## config.mk

```make
export PLATFORM = sky130hd
export DESIGN_NAME = uart_addr_match_framing_brg
export DESIGN_NICKNAME = d
export VERILOG_FILES = /design/src/shared/uart_pkg.sv /design/src/core/uart_addr_match_framing_brg.sv
export VERILOG_INCLUDE_DIRS = /design/src /design/src/shared
export SDC_FILE = /design/constraint.sdc
export NUM_CORES = 1
export LEC_CHECK = 0
export BUFFER_PORTS_ARGS = -buffer_cell sky130_fd_sc_hd__buf_4
export CORE_MARGIN = 2
export CORE_UTILIZATION = 39
export DETAILED_ROUTE_END_ITERATION = 8
export GPL_TIMING_DRIVEN = 0
export SYNTH_ARGS = -nofsm -noshare
export SYNTH_HDL_FRONTEND = slang
export SYNTH_SLANG_ARGS = --single-unit
```

## constraint.sdc

```tcl
create_clock -name SYS_CLK_I -period 4.35 [get_ports SYS_CLK_I]
set_input_delay 0.435 -clock SYS_CLK_I [delete_from_list [all_inputs] [get_ports SYS_CLK_I]]
set_output_delay 0.435 -clock SYS_CLK_I [all_outputs]
set_load 0.005 [all_outputs]
```

## src/shared/uart_defs.svh

```systemverilog
`ifndef UART_DEFS_SVH
`define UART_DEFS_SVH

// ==========================================================
// register addresses
`define ADR_SERIAL_CONTROL_REG 8'h98
`define ADR_SBUF 8'h99
`define ADR_BRL 8'h9a
`define ADR_BAUD_GENERATOR_CONTROL_REG 8'h9b
`define ADR_POWER_CONTROL_REG 8'h87
`define ADR_SLAVE_ADDRESS 8'ha9
`define ADR_SLAVE_ADDRESS_MASK 8'hb9
`define ADR_TIMER_TWO_CONTROL_REG 8'hc8

// ==========================================================
// field positions
`define SERIAL_CONTROL_REG_FE_SM0 7
`define SERIAL_CONTROL_REG_SM1 6
`define SERIAL_CONTROL_REG_SM2 5
`define SERIAL_CONTROL_REG_REN 4
`define SERIAL_CONTROL_REG_TB8 3
`define SERIAL_CONTROL_REG_RB8 2
`define SERIAL_CONTROL_REG_TI 1
`define SERIAL_CONTROL_REG_RI 0
`define POWER_CONTROL_REG_BAUD_DOUBLING_BIT 7
`define POWER_CONTROL_REG_FRAMING_CHECK_ENABLE 6
`define TIMER_TWO_CONTROL_REG_RCLK 5
`define TIMER_TWO_CONTROL_REG_TRANSMIT_TIMER_TWO_SELECT 4
`define BDR_BRR 4
`define BDR_TRANSMIT_GENERATOR_SELECT 3
`define BDR_RECEIVE_GENERATOR_SELECT 2
`define BDR_SPD 1

// ==========================================================
// reset values
`define RST_BYTE 8'h00

// ==========================================================
// timing: generator prescale is 2*6 clocks slow, 2 clocks fast
`define BRG_PRE_SLOW 4'hb
`define BRG_PRE_FAST 4'h1
`define BRG_TOP 8'hff
`define OVS_LAST 4'hf
`define OVS_MID 4'h8
`define BITS_MODE1 4'h8
`define BITS_MODE23 4'h9

`endif

```

## src/shared/uart_pkg.sv

```systemverilog
package uart_pkg;

    typedef enum logic [1:0] {
        ST_IDLE = 2'b00,
        ST_START = 2'b01,
        ST_DATA = 2'b11,
        ST_STOP = 2'b10
    } frame_st_t;

    typedef struct packed {
        logic [7:0] addr;
        logic [7:0] wdata;
        logic wr;
        logic rd;
    } sfr_req_t;

    typedef struct packed {
        logic t1_ovf;
        logic t2_ovf;
    } timer_tick_t;

    typedef struct packed {
        logic sm0;
        logic sm1;
        logic sm2;
        logic ren;
        logic tb8;
        logic rb8;
        logic ti;
        logic ri;
        logic fe;
        logic framing_check_enable;
        logic baud_doubling_bit;
        logic transmit_timer_two_select;
        logic rclk;
        logic brr;
        logic transmit_generator_select;
        logic receive_generator_select;
        logic speed_bit;
        logic [7:0] baud_reload_value;
        logic [7:0] slave_address;
        logic [7:0] slave_address_mask;
        logic [3:0] brg_pre;
        logic [7:0] brg_cnt;
        logic brg_half;
        logic m2_div;
        frame_st_t tx_st;
        logic [8:0] tx_sh;
        logic [3:0] tx_ph;
        logic [3:0] tx_n;
        logic txd;
        frame_st_t rx_st;
        logic [8:0] rx_sh;
        logic [3:0] rx_ph;
        logic [3:0] rx_n;
        logic rx_prev;
        logic rx_acc;
        logic [7:0] rx_buf;
        logic [7:0] rdata;
    } uart_state_t;

endpackage

```

## src/core/uart_addr_match_framing_brg.sv

```systemverilog
`timescale 1ns/1ps
`include "uart_defs.svh"

module uart_addr_match_framing_brg (
    input wire logic SYS_CLK_I,
    input wire logic RST_B_I,
    input wire uart_pkg::sfr_req_t SFR_REQ_I,
    input wire uart_pkg::timer_tick_t TIMER_TICK_I,
    input wire logic RXD_I,
    output logic [7:0] RDATA_O,
    output logic TXD_O
);
    import uart_pkg::*;

    // ==========================================================
    // address filter
    function automatic logic addr_match(input logic [7:0] a, input logic [7:0] adr,
                                        input logic [7:0] msk);
        logic [7:0] bcast;
        bcast = adr | msk;
        addr_match = (((a ^ adr) & msk) == 8'h00)
                     || (((a ^ bcast) & bcast) == 8'h00);
    endfunction

    uart_state_t s_reg;
    uart_state_t s_next;

    logic [1:0] mode;
    logic pre_tc;
    logic brg_ovf;
    logic brg_tick;
    logic m2_tick;
    logic tx_tick;
    logic rx_tick;
    logic [3:0] nbits;
    logic wr_serial_control_reg;
    logic rx_mid;
    logic late_decide;
    logic [8:0] rx_shifted;
    logic [7:0] dec_data;
    logic dec_b9;
    logic dec_now;
    logic dec_accept;
    logic ri_set;
    logic fe_set;
    logic stop_bit_now;

    assign mode = {s_reg.sm0, s_reg.sm1};
    assign nbits = (mode == 2'b01) ? `BITS_MODE1 : `BITS_MODE23;
    assign wr_serial_control_reg = SFR_REQ_I.wr && (SFR_REQ_I.addr == `ADR_SERIAL_CONTROL_REG);

    // ==========================================================
    // baud sources
    assign pre_tc = (s_reg.brg_pre == (s_reg.speed_bit ? `BRG_PRE_FAST : `BRG_PRE_SLOW));
    assign brg_ovf = s_reg.brr && pre_tc && (s_reg.brg_cnt == `BRG_TOP);
    // without doubling the overflow is halved once more
    assign brg_tick = brg_ovf && (s_reg.baud_doubling_bit || s_reg.brg_half);
    assign m2_tick = s_reg.baud_doubling_bit || s_reg.m2_div;
    assign tx_tick = (mode == 2'b10) ? m2_tick :
                     s_reg.transmit_generator_select ? brg_tick :
                     s_reg.transmit_timer_two_select ? TIMER_TICK_I.t2_ovf : TIMER_TICK_I.t1_ovf;
    assign rx_tick = (mode == 2'b10) ? m2_tick :
                     s_reg.receive_generator_select ? brg_tick :
                     s_reg.rclk ? TIMER_TICK_I.t2_ovf : TIMER_TICK_I.t1_ovf;

    // ==========================================================
    // receive decision
    assign rx_mid = rx_tick && (s_reg.rx_ph == `OVS_MID);
    assign rx_shifted = {RXD_I, s_reg.rx_sh[8:1]};
    // mode 1 with address recognition must wait for the stop bit
    assign late_decide = s_reg.framing_check_enable || (s_reg.sm2 && mode == 2'b01);
    assign stop_bit_now = (s_reg.rx_st == ST_STOP) && rx_mid;
    always_comb begin
        dec_now = 1'b0;
        dec_data = s_reg.rx_sh[8:1];
        dec_b9 = RXD_I;
        if (stop_bit_now && late_decide) begin
            dec_now = 1'b1;
            dec_data = (mode == 2'b01) ? s_reg.rx_sh[8:1] : s_reg.rx_sh[7:0];
            dec_b9 = (mode == 2'b01) ? RXD_I : s_reg.rx_sh[8];
        end else if ((s_reg.rx_st == ST_DATA) && rx_mid && (s_reg.rx_n == nbits - 4'h1)
                     && !late_decide) begin
            dec_now = 1'b1;
            dec_data = (mode == 2'b01) ? rx_shifted[8:1] : rx_shifted[7:0];
            dec_b9 = (mode == 2'b01) ? 1'b1 : rx_shifted[8];
        end
    end
    // mode 0 never receives here, so the enable cannot act there
    assign dec_accept = !s_reg.ri && (!s_reg.sm2
                        || (dec_b9 && addr_match(dec_data, s_reg.slave_address, s_reg.slave_address_mask)));
    assign ri_set = dec_now && dec_accept;
    assign fe_set = stop_bit_now && s_reg.framing_check_enable && !RXD_I;

    // ==========================================================
    // next state
    always_comb begin
        s_next = s_reg;
        s_next.rdata = 8'h00;
        s_next.rx_prev = RXD_I;
        s_next.m2_div = !s_reg.m2_div;

        // register writes
        if (SFR_REQ_I.wr) begin
            case (SFR_REQ_I.addr)
                `ADR_SERIAL_CONTROL_REG: begin
                    if (s_reg.framing_check_enable) begin
                        s_next.fe = SFR_REQ_I.wdata[`SERIAL_CONTROL_REG_FE_SM0];
                    end else begin
                        s_next.sm0 = SFR_REQ_I.wdata[`SERIAL_CONTROL_REG_FE_SM0];
                    end
                    s_next.sm1 = SFR_REQ_I.wdata[`SERIAL_CONTROL_REG_SM1];
                    s_next.sm2 = SFR_REQ_I.wdata[`SERIAL_CONTROL_REG_SM2];
                    s_next.ren = SFR_REQ_I.wdata[`SERIAL_CONTROL_REG_REN];
                    s_next.tb8 = SFR_REQ_I.wdata[`SERIAL_CONTROL_REG_TB8];
                    s_next.rb8 = SFR_REQ_I.wdata[`SERIAL_CONTROL_REG_RB8];
                    s_next.ti = SFR_REQ_I.wdata[`SERIAL_CONTROL_REG_TI];
                    s_next.ri = SFR_REQ_I.wdata[`SERIAL_CONTROL_REG_RI];
                end
                `ADR_POWER_CONTROL_REG: begin
                    s_next.baud_doubling_bit = SFR_REQ_I.wdata[`POWER_CONTROL_REG_BAUD_DOUBLING_BIT];
                    s_next.framing_check_enable = SFR_REQ_I.wdata[`POWER_CONTROL_REG_FRAMING_CHECK_ENABLE];
                end
                `ADR_TIMER_TWO_CONTROL_REG: begin
                    s_next.rclk = SFR_REQ_I.wdata[`TIMER_TWO_CONTROL_REG_RCLK];
                    s_next.transmit_timer_two_select = SFR_REQ_I.wdata[`TIMER_TWO_CONTROL_REG_TRANSMIT_TIMER_TWO_SELECT];
                end
                `ADR_BAUD_GENERATOR_CONTROL_REG: begin
                    s_next.brr = SFR_REQ_I.wdata[`BDR_BRR];
                    s_next.transmit_generator_select = SFR_REQ_I.wdata[`BDR_TRANSMIT_GENERATOR_SELECT];
                    s_next.receive_generator_select = SFR_REQ_I.wdata[`BDR_RECEIVE_GENERATOR_SELECT];
                    s_next.speed_bit = SFR_REQ_I.wdata[`BDR_SPD];
                end
                `ADR_BRL: s_next.baud_reload_value = SFR_REQ_I.wdata;
                `ADR_SLAVE_ADDRESS: s_next.slave_address = SFR_REQ_I.wdata;
                `ADR_SLAVE_ADDRESS_MASK: s_next.slave_address_mask = SFR_REQ_I.wdata;
                `ADR_SBUF: begin
                    // a write while busy is dropped rather than corrupting the frame
                    if (s_reg.tx_st == ST_IDLE && mode != 2'b00) begin
                        s_next.tx_sh = {s_reg.tb8, SFR_REQ_I.wdata};
                        s_next.tx_st = ST_START;
                        s_next.tx_ph = 4'h0;
                        s_next.tx_n = 4'h0;
                        s_next.txd = 1'b0;
                    end
                end
                default: ;
            endcase
        end

        // register reads, data shows in the next cycle only
        if (SFR_REQ_I.rd) begin
            case (SFR_REQ_I.addr)
                `ADR_SERIAL_CONTROL_REG: s_next.rdata = {s_reg.framing_check_enable ? s_reg.fe : s_reg.sm0,
                    s_reg.sm1, s_reg.sm2, s_reg.ren, s_reg.tb8, s_reg.rb8, s_reg.ti, s_reg.ri};
                `ADR_SBUF: s_next.rdata = s_reg.rx_buf;
                `ADR_POWER_CONTROL_REG: s_next.rdata = {s_reg.baud_doubling_bit, s_reg.framing_check_enable, 6'h00};
                `ADR_TIMER_TWO_CONTROL_REG: s_next.rdata = {2'b00, s_reg.rclk, s_reg.transmit_timer_two_select, 4'h0};
                `ADR_BAUD_GENERATOR_CONTROL_REG: s_next.rdata = {3'b000, s_reg.brr, s_reg.transmit_generator_select, s_reg.receive_generator_select,
                                             s_reg.speed_bit, 1'b0};
                `ADR_BRL: s_next.rdata = s_reg.baud_reload_value;
                `ADR_SLAVE_ADDRESS: s_next.rdata = s_reg.slave_address;
                `ADR_SLAVE_ADDRESS_MASK: s_next.rdata = s_reg.slave_address_mask;
                default: s_next.rdata = 8'h00;
            endcase
        end

        // internal generator
        if (s_reg.brr) begin
            s_next.brg_pre = pre_tc ? 4'h0 : s_reg.brg_pre + 4'h1;
            if (pre_tc) begin
                s_next.brg_cnt = (s_reg.brg_cnt == `BRG_TOP) ? s_reg.baud_reload_value
                                 : s_reg.brg_cnt + 8'h01;
            end
            if (brg_ovf) begin
                s_next.brg_half = !s_reg.brg_half;
            end
        end else begin
            s_next.brg_pre = 4'h0;
            s_next.brg_cnt = s_reg.baud_reload_value;
        end

        // transmitter, independent of the receiver
        if (tx_tick && s_reg.tx_st != ST_IDLE) begin
            s_next.tx_ph = s_reg.tx_ph + 4'h1;
            if (s_reg.tx_ph == `OVS_LAST) begin
                case (s_reg.tx_st)
                    ST_START: begin
                        s_next.tx_st = ST_DATA;
                        s_next.txd = s_reg.tx_sh[0];
                        s_next.tx_sh = {1'b1, s_reg.tx_sh[8:1]};
                        s_next.tx_n = 4'h1;
                    end
                    ST_DATA: begin
                        if (s_reg.tx_n == nbits) begin
                            s_next.tx_st = ST_STOP;
                            s_next.txd = 1'b1;
                            s_next.ti = 1'b1;
                        end else begin
                            s_next.txd = s_reg.tx_sh[0];
                            s_next.tx_sh = {1'b1, s_reg.tx_sh[8:1]};
                            s_next.tx_n = s_reg.tx_n + 4'h1;
                        end
                    end
                    ST_STOP: s_next.tx_st = ST_IDLE;
                    default: s_next.tx_st = ST_IDLE;
                endcase
            end
        end

        // receiver
        case (s_reg.rx_st)
            ST_IDLE: begin
                if (s_reg.ren && mode != 2'b00 && s_reg.rx_prev && !RXD_I) begin
                    s_next.rx_st = ST_START;
                    s_next.rx_ph = 4'h0;
                    s_next.rx_n = 4'h0;
                    s_next.rx_acc = 1'b0;
                end
            end
            ST_START: begin
                if (rx_tick) begin
                    s_next.rx_ph = s_reg.rx_ph + 4'h1;
                    if (rx_mid && RXD_I) begin
                        s_next.rx_st = ST_IDLE;
                    end else if (s_reg.rx_ph == `OVS_LAST) begin
                        s_next.rx_st = ST_DATA;
                    end
                end
            end
            ST_DATA: begin
                if (rx_tick) begin
                    s_next.rx_ph = s_reg.rx_ph + 4'h1;
                    if (rx_mid) begin
                        s_next.rx_sh = rx_shifted;
                        s_next.rx_n = s_reg.rx_n + 4'h1;
                    end
                    if (s_reg.rx_ph == `OVS_LAST && s_reg.rx_n == nbits) begin
                        s_next.rx_st = ST_STOP;
                    end
                end
            end
            ST_STOP: begin
                if (rx_tick) begin
                    s_next.rx_ph = s_reg.rx_ph + 4'h1;
                    if (rx_mid) begin
                        // early decision in mode 1 still reports the stop level
                        if (s_reg.rx_acc && mode == 2'b01) begin
                            s_next.rb8 = RXD_I;
                        end
                        s_next.rx_st = ST_IDLE;
                    end
                end
            end
            default: s_next.rx_st = ST_IDLE;
        endcase

        // hardware sets come last so they win over a software clear
        if (ri_set) begin
            s_next.ri = 1'b1;
            s_next.rx_buf = dec_data;
            s_next.rb8 = dec_b9;
            s_next.rx_acc = 1'b1;
        end
        if (fe_set) begin
            s_next.fe = 1'b1;
        end
    end

    // ==========================================================
    // state register
    always_ff @(posedge SYS_CLK_I or negedge RST_B_I) begin
        if (!RST_B_I) begin
            s_reg <= '0;
            s_reg.slave_address <= `RST_BYTE;
            s_reg.slave_address_mask <= `RST_BYTE;
            s_reg.txd <= 1'b1;
            s_reg.rx_prev <= 1'b1;
            s_reg.tx_st <= ST_IDLE;
            s_reg.rx_st <= ST_IDLE;
        end else begin
            s_reg <= s_next;
        end
    end

    assign RDATA_O = s_reg.rdata;
    assign TXD_O = s_reg.txd;

    // ==========================================================
    // checks
    fe_sticky_a: assert property (@(posedge SYS_CLK_I) disable iff (!RST_B_I)
        s_reg.fe && !(wr_serial_control_reg && s_reg.framing_check_enable) |=> s_reg.fe)
        else $error("framing flag dropped without software clear");

    fe_on_stop_a: assert property (@(posedge SYS_CLK_I) disable iff (!RST_B_I)
        (s_reg.rx_st == ST_STOP) && rx_mid && s_reg.framing_check_enable && !RXD_I |=> s_reg.fe)
        else $error("bad stop bit did not set framing flag");

    ri_match_a: assert property (@(posedge SYS_CLK_I) disable iff (!RST_B_I)
        ri_set && s_reg.sm2 |-> dec_b9 && addr_match(dec_data, s_reg.slave_address, s_reg.slave_address_mask))
        else $error("receive flag raised for foreign address");

    ri_late_a: assert property (@(posedge SYS_CLK_I) disable iff (!RST_B_I)
        ri_set && s_reg.framing_check_enable |-> s_reg.rx_st == ST_STOP)
        else $error("receive flag raised before stop bit with check enabled");

    mode0_quiet_a: assert property (@(posedge SYS_CLK_I) disable iff (!RST_B_I)
        mode == 2'b00 && s_reg.rx_st == ST_IDLE |=> s_reg.rx_st == ST_IDLE)
        else $error("receiver started in mode 0");

    ti_at_stop_a: assert property (@(posedge SYS_CLK_I) disable iff (!RST_B_I)
        s_reg.tx_st == ST_DATA ##1 s_reg.tx_st == ST_STOP |-> s_reg.ti && s_reg.txd)
        else $error("transmit flag missing at stop bit");

    brg_reload_a: assert property (@(posedge SYS_CLK_I) disable iff (!RST_B_I)
        brg_ovf |=> s_reg.brg_cnt == $past(s_reg.baud_reload_value))
        else $error("generator did not reload");

    tx_src_a: assert property (@(posedge SYS_CLK_I) disable iff (!RST_B_I)
        mode != 2'b10 && !s_reg.transmit_generator_select && s_reg.transmit_timer_two_select |-> tx_tick == TIMER_TICK_I.t2_ovf)
        else $error("transmit clock not from timer 2");

    rx_src_a: assert property (@(posedge SYS_CLK_I) disable iff (!RST_B_I)
        mode != 2'b10 && s_reg.receive_generator_select |-> rx_tick == brg_tick)
        else $error("receive clock not from generator");

    serial_control_reg_read_a: assert property (@(posedge SYS_CLK_I) disable iff (!RST_B_I)
        SFR_REQ_I.rd && SFR_REQ_I.addr == `ADR_SERIAL_CONTROL_REG && s_reg.framing_check_enable
        |=> RDATA_O[7] == $past(s_reg.fe))
        else $error("serial_control_reg bit 7 not showing framing flag");

endmodule

```

## Word-level counts from Yosys, hierarchy flattened

Cells that the tools add are included.

| operators by class | value |
|---|---|
| $add $sub $neg | 7 |
| multiply operators | 0 |
| div/mod/pow operators | 0 |
| magnitude comparators | 0 |
| eq/ne operators | 33 |
| shifts and indexed selects | 0 |
| multiplexer cells | 76 |
| bitwise logic cells | 6 |
| reductions and logical operators | 69 |

Operators with widths:

| cell | number |
|---|---|
| $mux 8 | 11 |
| $mux 20 | 4 |
| $eq 8x8->1 const B | 9 |
| $pmux 8 s8 | 1 |
| $mux 36 | 1 |
| $mux 1 | 29 |
| $mux 4 | 7 |
| $mux 9 | 3 |
| $reduce_bool 2->1 | 13 |
| $logic_and 1x1->1 | 23 |
| $add 4x1->4 const B | 5 |
| $mux 2 | 10 |
| $reduce_and 2->1 | 10 |
| $mux 19 | 1 |
| $pmux 9 s2 | 1 |
| $and 8x8->8 | 2 |
| $eq 4x4->1 | 4 |
| $logic_not 8->1 | 2 |
| $xor 8x8->8 | 2 |
| $reduce_and 3->1 | 5 |
| $eq 4x4->1 const B | 3 |
| $mux 12 | 1 |
| $ne 2x2->1 const B | 6 |
| $pmux 4 s3 | 1 |
| other kinds (20) | 37 |

| storage, ports and cells | value |
|---|---|
| flip-flop bits (word level) | 112 |
| latch bits | 0 |
| RAM bits | 0 |
| ROM bits | 0 |
| input bits | 23 |
| output and inout bits | 9 |
| word-level logic and storage cells | 228 |
| memories | 0 |

## Depth between registers and ports, before layout

Gate-level depths: netlist of the first run.

| depth | value |
|---|---|
| depth after elaboration | 23 |
| gate-level depth with buffers | 13 |
| depth with buffers taken out | 12 |

## Worst setup path before layout of the first run

Ideal clock, no wire load.

| timing path | value |
|---|---|
| path type | reg2reg |
| start point | reg s_reg[59] (netlist name) |
| end point | reg s_reg[11] (netlist name) |
| setup time | 125 ps |
| data arrival time | 3355 ps |
| data required time | 4225 ps |
| slack | 870 ps |
| stages on the path, launching flop included | 13 |
| path buffers | 1 |
| clock period less this slack | 3480 ps |
| cells stage by stage | dfrtp_1 ha_1 and3_1 o211ai_1 or3_4 buf_6 a2111oi_0 nor3_1 xor2_1 a211oi_2 a31oi_1 a211oi_4 mux2_2 |

| on the way | value |
|---|---|
| cells in the longest elaborated chain, start to end | 19 |
| elaborated cells on any way between the ends | 28 |
| classes of those cells | eq/ne: 1; mux: 8; bitwise: 4; reduce/logical: 15 |

Ends and longest elaborated chain:

| item | line | source |
|---|---|---|
| start, declared | uart_addr_match_framing_brg.sv:25 | `uart_state_t s_reg;` |
| start signal, assigned | uart_addr_match_framing_brg.sv:281 | `s_reg <= s_next;` |
| $eq 8x8->1 (no source line) * | n/a |  |
| $logic_and 1x1->1 * | uart_addr_match_framing_brg.sv:55 | `` assign brg_ovf = s_reg.brr && pre_tc && (s_reg.brg_cnt == `BRG_TOP); `` |
| $logic_and 1x1->1 * | uart_addr_match_framing_brg.sv:57 | `assign brg_tick = brg_ovf && (s_reg.baud_doubling_bit \|\| s_reg.brg_half);` |
| $mux 1 * | uart_addr_match_framing_brg.sv:63 | `s_reg.receive_generator_select ? brg_tick :` |
| $mux 1 * | uart_addr_match_framing_brg.sv:62 | `assign rx_tick = (mode == 2'b10) ? m2_tick :` |
| $logic_and 1x1->1 * | uart_addr_match_framing_brg.sv:68 | `` assign rx_mid = rx_tick && (s_reg.rx_ph == `OVS_MID); `` |
| $logic_and 1x1->1 (2 in a row) | uart_addr_match_framing_brg.sv:81 | `end else if ((s_reg.rx_st == ST_DATA) && rx_mid && (s_reg.rx_n == nbits - 4'h1)` |
| $logic_and 1x1->1 | uart_addr_match_framing_brg.sv:82 | `&& !late_decide) begin` |
| [2 not listed] | n/a |  |
| $xor 8x8->8, on equally long branches | uart_addr_match_framing_brg.sv:21, uart_addr_match_framing_brg.sv:22 |  |
| $and 8x8->8, on equally long branches | uart_addr_match_framing_brg.sv:21, uart_addr_match_framing_brg.sv:22 |  |
| $logic_not 8->1, on equally long branches | uart_addr_match_framing_brg.sv:21, uart_addr_match_framing_brg.sv:22 |  |
| $logic_or 1x1->1 | uart_addr_match_framing_brg.sv:22 | `\|\| (((a ^ bcast) & bcast) == 8'h00);` |
| $logic_and 1x1->1 | uart_addr_match_framing_brg.sv:90 | `\|\| (dec_b9 && addr_match(dec_data, s_reg.slave_address, s_reg.slave_address_mask)));` |
| $logic_or 1x1->1 | uart_addr_match_framing_brg.sv:90 |  |
| $logic_and 1x1->1 | uart_addr_match_framing_brg.sv:89 | `assign dec_accept = !s_reg.ri && (!s_reg.sm2` |
| $logic_and 1x1->1 | uart_addr_match_framing_brg.sv:91 | `assign ri_set = dec_now && dec_accept;` |

Every way passes the cells marked *; elsewhere a longest branch is shown, timed or not.
A chain may end at the register's enable or synchronous reset.

## Worst setup path after layout of the first run

| timing path | value |
|---|---|
| start point | reg s_reg[59] (netlist name) |
| end point | reg s_reg[13] (netlist name) |

The elaborated chain is that of the path after synthesis.

==> reports/qor.csv, run 1 <==
stage,metric,value,unit
drt,drcViolationCount,0,
synthesis,ys_types,72,
critical_path,cp_max_fo,10,
critical_path,critPathSlowestCell,a2111oi_0,
critical_path,worstPathRequired,4600,ps
drt,routed_via_density,5.60,
timing,worst_pin_slew,1320,ps
die,num_rows,46,
cells_and_area,drive_gt1_share,19.9,%
global_route,grt_max_degree,113,
place,hpwlAfterDp,11600,microns
timing,rsz0062_at_grt,false,
timing,whs,-7.12,ps
drt,wl,16100,microns
power,power,2.47,mW
timing,tns,0,ps
critical_path,crit_path_start_kind,flop,
cells_and_area,insertedDiodeCount,0,
cts,cts_sinks,112,
drt,drt-wirelength-per-cell,17.9,microns
synthesis,syn_area,6270,sq um
timing,setup_viol,0,
cts,clk-insertion-delay-late,360,ps
cells_and_area,mostFrequentLayoutCells,"110 x dfrtp_1, 61 x nor2_1, 59 x nand2_1",
global_route,antenna_found_initial,0,
timing,finalCritPeriodShare,94.6,%
timing,hold_violations,2,
timing,post-route-min-period,4110,ps
critical_path,cp-startpoint,s_reg[59],
synthesis,synth_edf_count,0,
global_route,grt_use_total,19.8,%
critical_path,critPathKind,reg2reg,
critical_path,reg2reg_to,s_reg[13],
critical_path,reg2reg_slack,240,ps
die,die_w,131,microns
synthesis,synthArstFlopShare,100,%
power,powerDensity,345,nW/um^2
synthesis,ys_seq_elements,112,
power,vdd_ir_drop_max,0.187,mV
synthesis,synth_cells,634,
timing,setup_slack,236,ps
cells_and_area,multi_input_area,3260,sq um
flow_run,cap_violations,0,
die,pin_count,32,
cells_and_area,largest_reg_flops,93,
global_route,grt_pass1_vias,4897,
critical_path,cp_slowest_stage_delay,650,ps
die,initial_core_util,39.6,%
critical_path,worst-path-buf-inv,2,
status,status,finished with violations,
drt,firstDrtPassIters,5,
synthesis,avgSynthCellArea,9.90,sq um
die,dieArea,17100,sq um
cts,root_buffer,clkbuf_16,
synthesis,ys.flop_type,dfrtp_1,
cts,postCtsHoldBufs,0,
status,violations,hold timing,
synthesis,ys_seq_area_share,44.7,%
cells_and_area,finalInstanceArea,7140,sq um
place,portBuffers,30,
timing,skew,10.7,ps
critical_path,critPathCapture,s_reg[13],
synthesis,yosysWarningCount,0,
cells_and_area,layout.nets,713,
cts,clk_pin_slew,80,ps
cts,cts_tree,done,
timing,fmax,0.243,GHz
die,core,15800,sq um
cts,cts_buffer_depth,2,
drt,drt-initial-drc-count,366,
critical_path,crit_cells,13,
timing,max_slew_margin,11.0,%
cells_and_area,area.sequential,2810,sq um
place,preCtsSetupSlack,-60.2,ps
synthesis,synth_area_leaders,"dfrtp_1 44%, mux2_2 9.0%, mux2i_1 4.9%, nor2_1 3.6%, a21oi_1 3.6%",
critical_path,r2r_start,s_reg[59],
critical_path,ff2ff_path_depth,13,
synthesis,syn-num-nets,668,
worst_hold_path,hp-class,in2async,
timing,slew_viol_final,0,
die,die_y,131,microns
critical_path,path_cells,ha_1 -> and3_1 -> o211ai_1 -> or3_4 -> buf_6 -> a2111oi_0 -> or3_1 -> xnor2_1 -> a32oi_1 -> a31oi_1 -> a211oi_4 -> buf_4 -> mux2_2,
cells_and_area,fill_cells,1532,
cells_and_area,final_common_cell,dfrtp_1,
synthesis,synth_top_cell_area_share,43.9,%
synthesis,yosys.area.top_type,dfrtp_1,
drt,vias,5038,
power,total_leakage_power,3.24,nW
cts,cts_buffers,9,
global_route,grt_overflow_total,0,
drt,drtAntennaViolNets,0,
cts,cts_max_level,3,
cells_and_area,area.growth.synth_to_final,13.8,%
place,globalplace.congestion,0.865,
global_route,grt_pass1_wl,25800,microns
critical_path,arrival,4360,ps
critical_path,cp_top_family,compound AO/OA/AOI/OAI gates,
critical_path,end_kind,flop,
place,place_area,6770,sq um
repair_timing:
action	CTS	global route
pin swaps	1	0
buffers inserted	3	0
setup endpoints to repair	6	6
gates resized for setup	1	4
how the worst min path moves through the flow:
stage / start / to / cells past startpoint
final: RST_B_I / s_reg[23] / 1
after global routing: RST_B_I / s_reg[22] / 1
after CTS: RXD_I / s_reg[17] / 1
after detailed placement: s_reg[58] / s_reg[58] / 1
after global placement: s_reg[58] / s_reg[58] / 1
after floorplan: RST_B_I / RDATA_O[0] / 0
stage by stage:
stage	util, %	cells
final	45.1	899
after global routing	45.1	899
after CTS	44.8	898
after detailed placement	42.8	880
after global placement	42.8	880
after floorplan	-	634
area by class of cell:
class	count	share of cell area, %
inverter	19	0.999
clock buffer	11	3.40
buffer	27	2.21
multi-input combinational	476	45.7
clock inverter	4	0.736
sequential	112	39.3
timing repair buffer	34	3.91
tap	216	3.78
metal layers:
| layer | global-route usage (%) | routed length [microns] |
|---|---|---|
| met5 | 0 | 0 |
| met4 | 6.82 | 274 |
| met3 | 3.14 | 653 |
| met2 | 32.6 | 7810 |
| met1 | 26.8 | 7380 |
kinds of logic (layout without fill, tap and decap cells):
family | Yosys count | after routing | share of synthesized area, %
compound gates | 157 | 157 | 17.2
xor+xnor | 12 | 12 | 1.68
fa+ha+maj | 11 | 11 | 2.19
buf+inv | 46 | 95 | 3.65
flops | 112 | 112 | 44.7
mux | 82 | 82 | 14.1
simple gates | 214 | 214 | 16.5
power by group:
group	switching (mW)	internal [mW]
clock network	0.384	0.463
registers	0.0800	1.11
logic	0.259	0.168
total	0.724	1.74
cells in the mapped netlist (all sizes together), types with 7 or more instances:
cell,number
nor3,13
nor2b,7
mux2,51
ha,11
inv,19
dfrtp,110
nand3,24
a2111oi,7
mux2i,31
nand2b,7
buf,15
o21ai,48
a21oi,45
nand2,60
clkbuf,12
nor2,61
No activity file was read; power rests on OpenSTA's default activity.
==> run 2: changes to the inputs <==
- CTS_BUF_LIST: not set -> sky130_fd_sc_hd__clkbuf_4 sky130_fd_sc_hd__clkbuf_8 sky130_fd_sc_hd__clkbuf_16
==> run 2 against run 1 <==
Compared with the run above:
- the flow still finishes with violations (hold timing)
- final area about the same
- clock-buffer cell count unchanged
- cell count unchanged
- register-to-register slack got worse by 20 ps
- clock skew increased by 0.66 ps
- wire length decreased by 0.57%
- clock power increased by 0.5%
- critical endpoint is now s_reg[11]
==> reports/qor.csv, run 2 (synthesized netlist as in run 1, its figures left out) <==
stage,metric,value,unit,change
status,status,finished with violations,,
status,violations,hold timing,,
cells_and_area,drive_gt1_share,20.1,%,+0.15 points
critical_path,path_cells,ha_1 -> and3_1 -> o211ai_1 -> or3_4 -> buf_6 -> a2111oi_0 -> or3_1 -> xnor2_1 -> a32oi_1 -> a31oi_1 -> a211oi_4 -> buf_4 -> mux2_2,,
drt,drt-initial-drc-count,387,,+5.7%
drt,routed_via_density,5.62,,+0.32%
global_route,grt_pass1_vias,4885,,-0.25%
cts,postCtsHoldBufs,0,,unchanged
cts,cts_tree,done,,
cells_and_area,largest_reg_flops,93,,unchanged
critical_path,critPathSlowestCell,a2111oi_0,,
worst_hold_path,hp-class,in2async,,
cells_and_area,layout.nets,713,,unchanged
drt,highest_layer,met4,,
cells_and_area,finalNonFillerCells,899,,unchanged
cts,root_buffer,clkbuf_16,,
power,vdd_ir_drop_max,0.185,mV,-0.98%
drt,drt-wirelength-per-cell,17.8,microns,-0.57%
timing,hold_violations,2,,unchanged
timing,post-route-min-period,4130,ps,+16.9 ps
critical_path,critPathKind,reg2reg,,
global_route,grt_pass1_wl,25800,microns,about the same
timing,slew_viol_final,0,,unchanged
cts,cts_buffers,9,,unchanged
critical_path,cp_slowest_stage_delay,670,ps,+20 ps
cts,clk_pin_slew,80,ps,about the same
critical_path,worstPathRequired,4590,ps,about the same
drt,wl_met3,644,microns,-1.4%
cells_and_area,finalInstanceArea,7140,sq um,about the same
timing,setup_viol,0,,unchanged
timing,rsz0062_at_grt,false,,
drt,wl,16000,microns,-0.57%
power,power,2.47,mW,+0.13%
die,die_y,131,microns,unchanged
critical_path,worst-path-buf-inv,2,,unchanged
cells_and_area,insertedDiodeCount,0,,unchanged
drt,drtAntennaViolNets,0,,unchanged
critical_path,arrival,4370,ps,about the same
cts,clk-insertion-delay-late,360,ps,about the same
critical_path,cp_top_family,compound AO/OA/AOI/OAI gates,,
cts,cts_sinks,112,,unchanged
die,die_w,131,microns,unchanged
place,hpwlAfterDp,11600,microns,unchanged
cells_and_area,mostFrequentLayoutCells,"110 x dfrtp_1, 61 x nor2_1, 59 x nand2_1",,
die,core,15800,sq um,unchanged
place,portBuffers,30,,unchanged
die,dieArea,17100,sq um,unchanged
drt,met1_length,7280,microns,-1.3%
place,place_area,6770,sq um,unchanged
drt,vias,5054,,+0.32%
drt,route.met2.wl,7860,microns,+0.60%
cts,cts_max_level,3,,unchanged
die,initial_core_util,39.6,%,unchanged
global_route,grt_overflow_total,0,,unchanged
timing,finalCritPeriodShare,95.0,%,+0.39 points
place,globalplace.congestion,0.865,,unchanged
timing,fmax,0.242,GHz,-0.41%
timing,tns,0,ps,unchanged
die,num_rows,46,,unchanged
critical_path,end_kind,flop,,
timing,worst_pin_slew,1290,ps,-26.5 ps
cts,cts_buffer_depth,2,,unchanged
place,dp.cells,880,,unchanged
cells_and_area,area.growth.synth_to_final,13.9,%,about the same
drt,drcViolationCount,0,,unchanged
timing,max_slew_margin,12.8,%,+1.8 points
global_route,antenna_found_initial,0,,unchanged
timing,skew,11.4,ps,+0.662 ps
timing,whs,-3.88,ps,+3.24 ps
global_route,grt_use_total,19.9,%,+0.021 points
global_route,grt_max_degree,113,,unchanged
power,powerDensity,346,nW/um^2,about the same
die,pin_count,32,,unchanged
flow_run,cap_violations,0,,unchanged
critical_path,crit_path_start_kind,flop,,
cells_and_area,final_common_cell,dfrtp_1,,
drt,firstDrtPassIters,5,,unchanged
power,total_leakage_power,3.24,nW,+0.11%
critical_path,cp_max_fo,10,,unchanged
run 2: cell type report:
type                            count  area, sq um
Fill cell                        1532         8680
Multi-Input combinational cell    476         3260
Sequential cell                   112         2810
Timing Repair Buffer               34          279
Tap cell                          216          270
Clock buffer                       11          246
Buffer                             27          158
Inverter                           19         71.3
Clock inverter                      4         52.6
run 2: per-layer routing:
metal | track usage, % | up-vias
met4 | 6.82 | 0
met2 | 32.6 | 124
li1 | - | 2408
met5 | 0 | -
met3 | 3.14 | 17
met1 | 26.9 | 2505
run 2: worst register-to-register path: cells and delay by family, from the launching register on:
family,cells,cell delay (ps)
flops,1,410
buf+inv,2,360
compound gates,5,1640
fa+ha+maj,1,210
mux,1,330
simple gates,3,990
xor+xnor,1,80
run 2: worst paths after layout:
path                           start         to  slack (ps)  depth (start not counted)
setup reg to reg           s_reg[59]  s_reg[11]         220                         13
hold reg to reg            s_reg[58]  s_reg[58]         460                          1
max in group asynchronous    RST_B_I      TXD_O        3630                          2
setup / recovery           s_reg[59]  s_reg[11]         220                         13
min in group SYS_CLK_I         RXD_I  s_reg[17]         220                          1
hold / removal               RST_B_I  s_reg[23]          -4                          1
run 2: power breakdown:
part           switching (mW)  internal (mW)
Sequential             0.0803           1.11
Clock                   0.382          0.470
Combinational           0.259          0.168
Total                   0.721           1.75
run 2: stage by stage:
step	util (%)	worst slack (ps)
6_report	45.1	219
5_1_grt	45.1	32.3
4_1_cts	44.8	110
3_5_place_dp	42.8	-60.2
3_3_place_gp	42.8	0.331
2_1_floorplan	-	870
run 2: what timing repair did:
item                       CTS  global route
setup endpoints to repair    6             6
pin swaps                    1             0
resized for setup            1             4
setup buffers                3             0
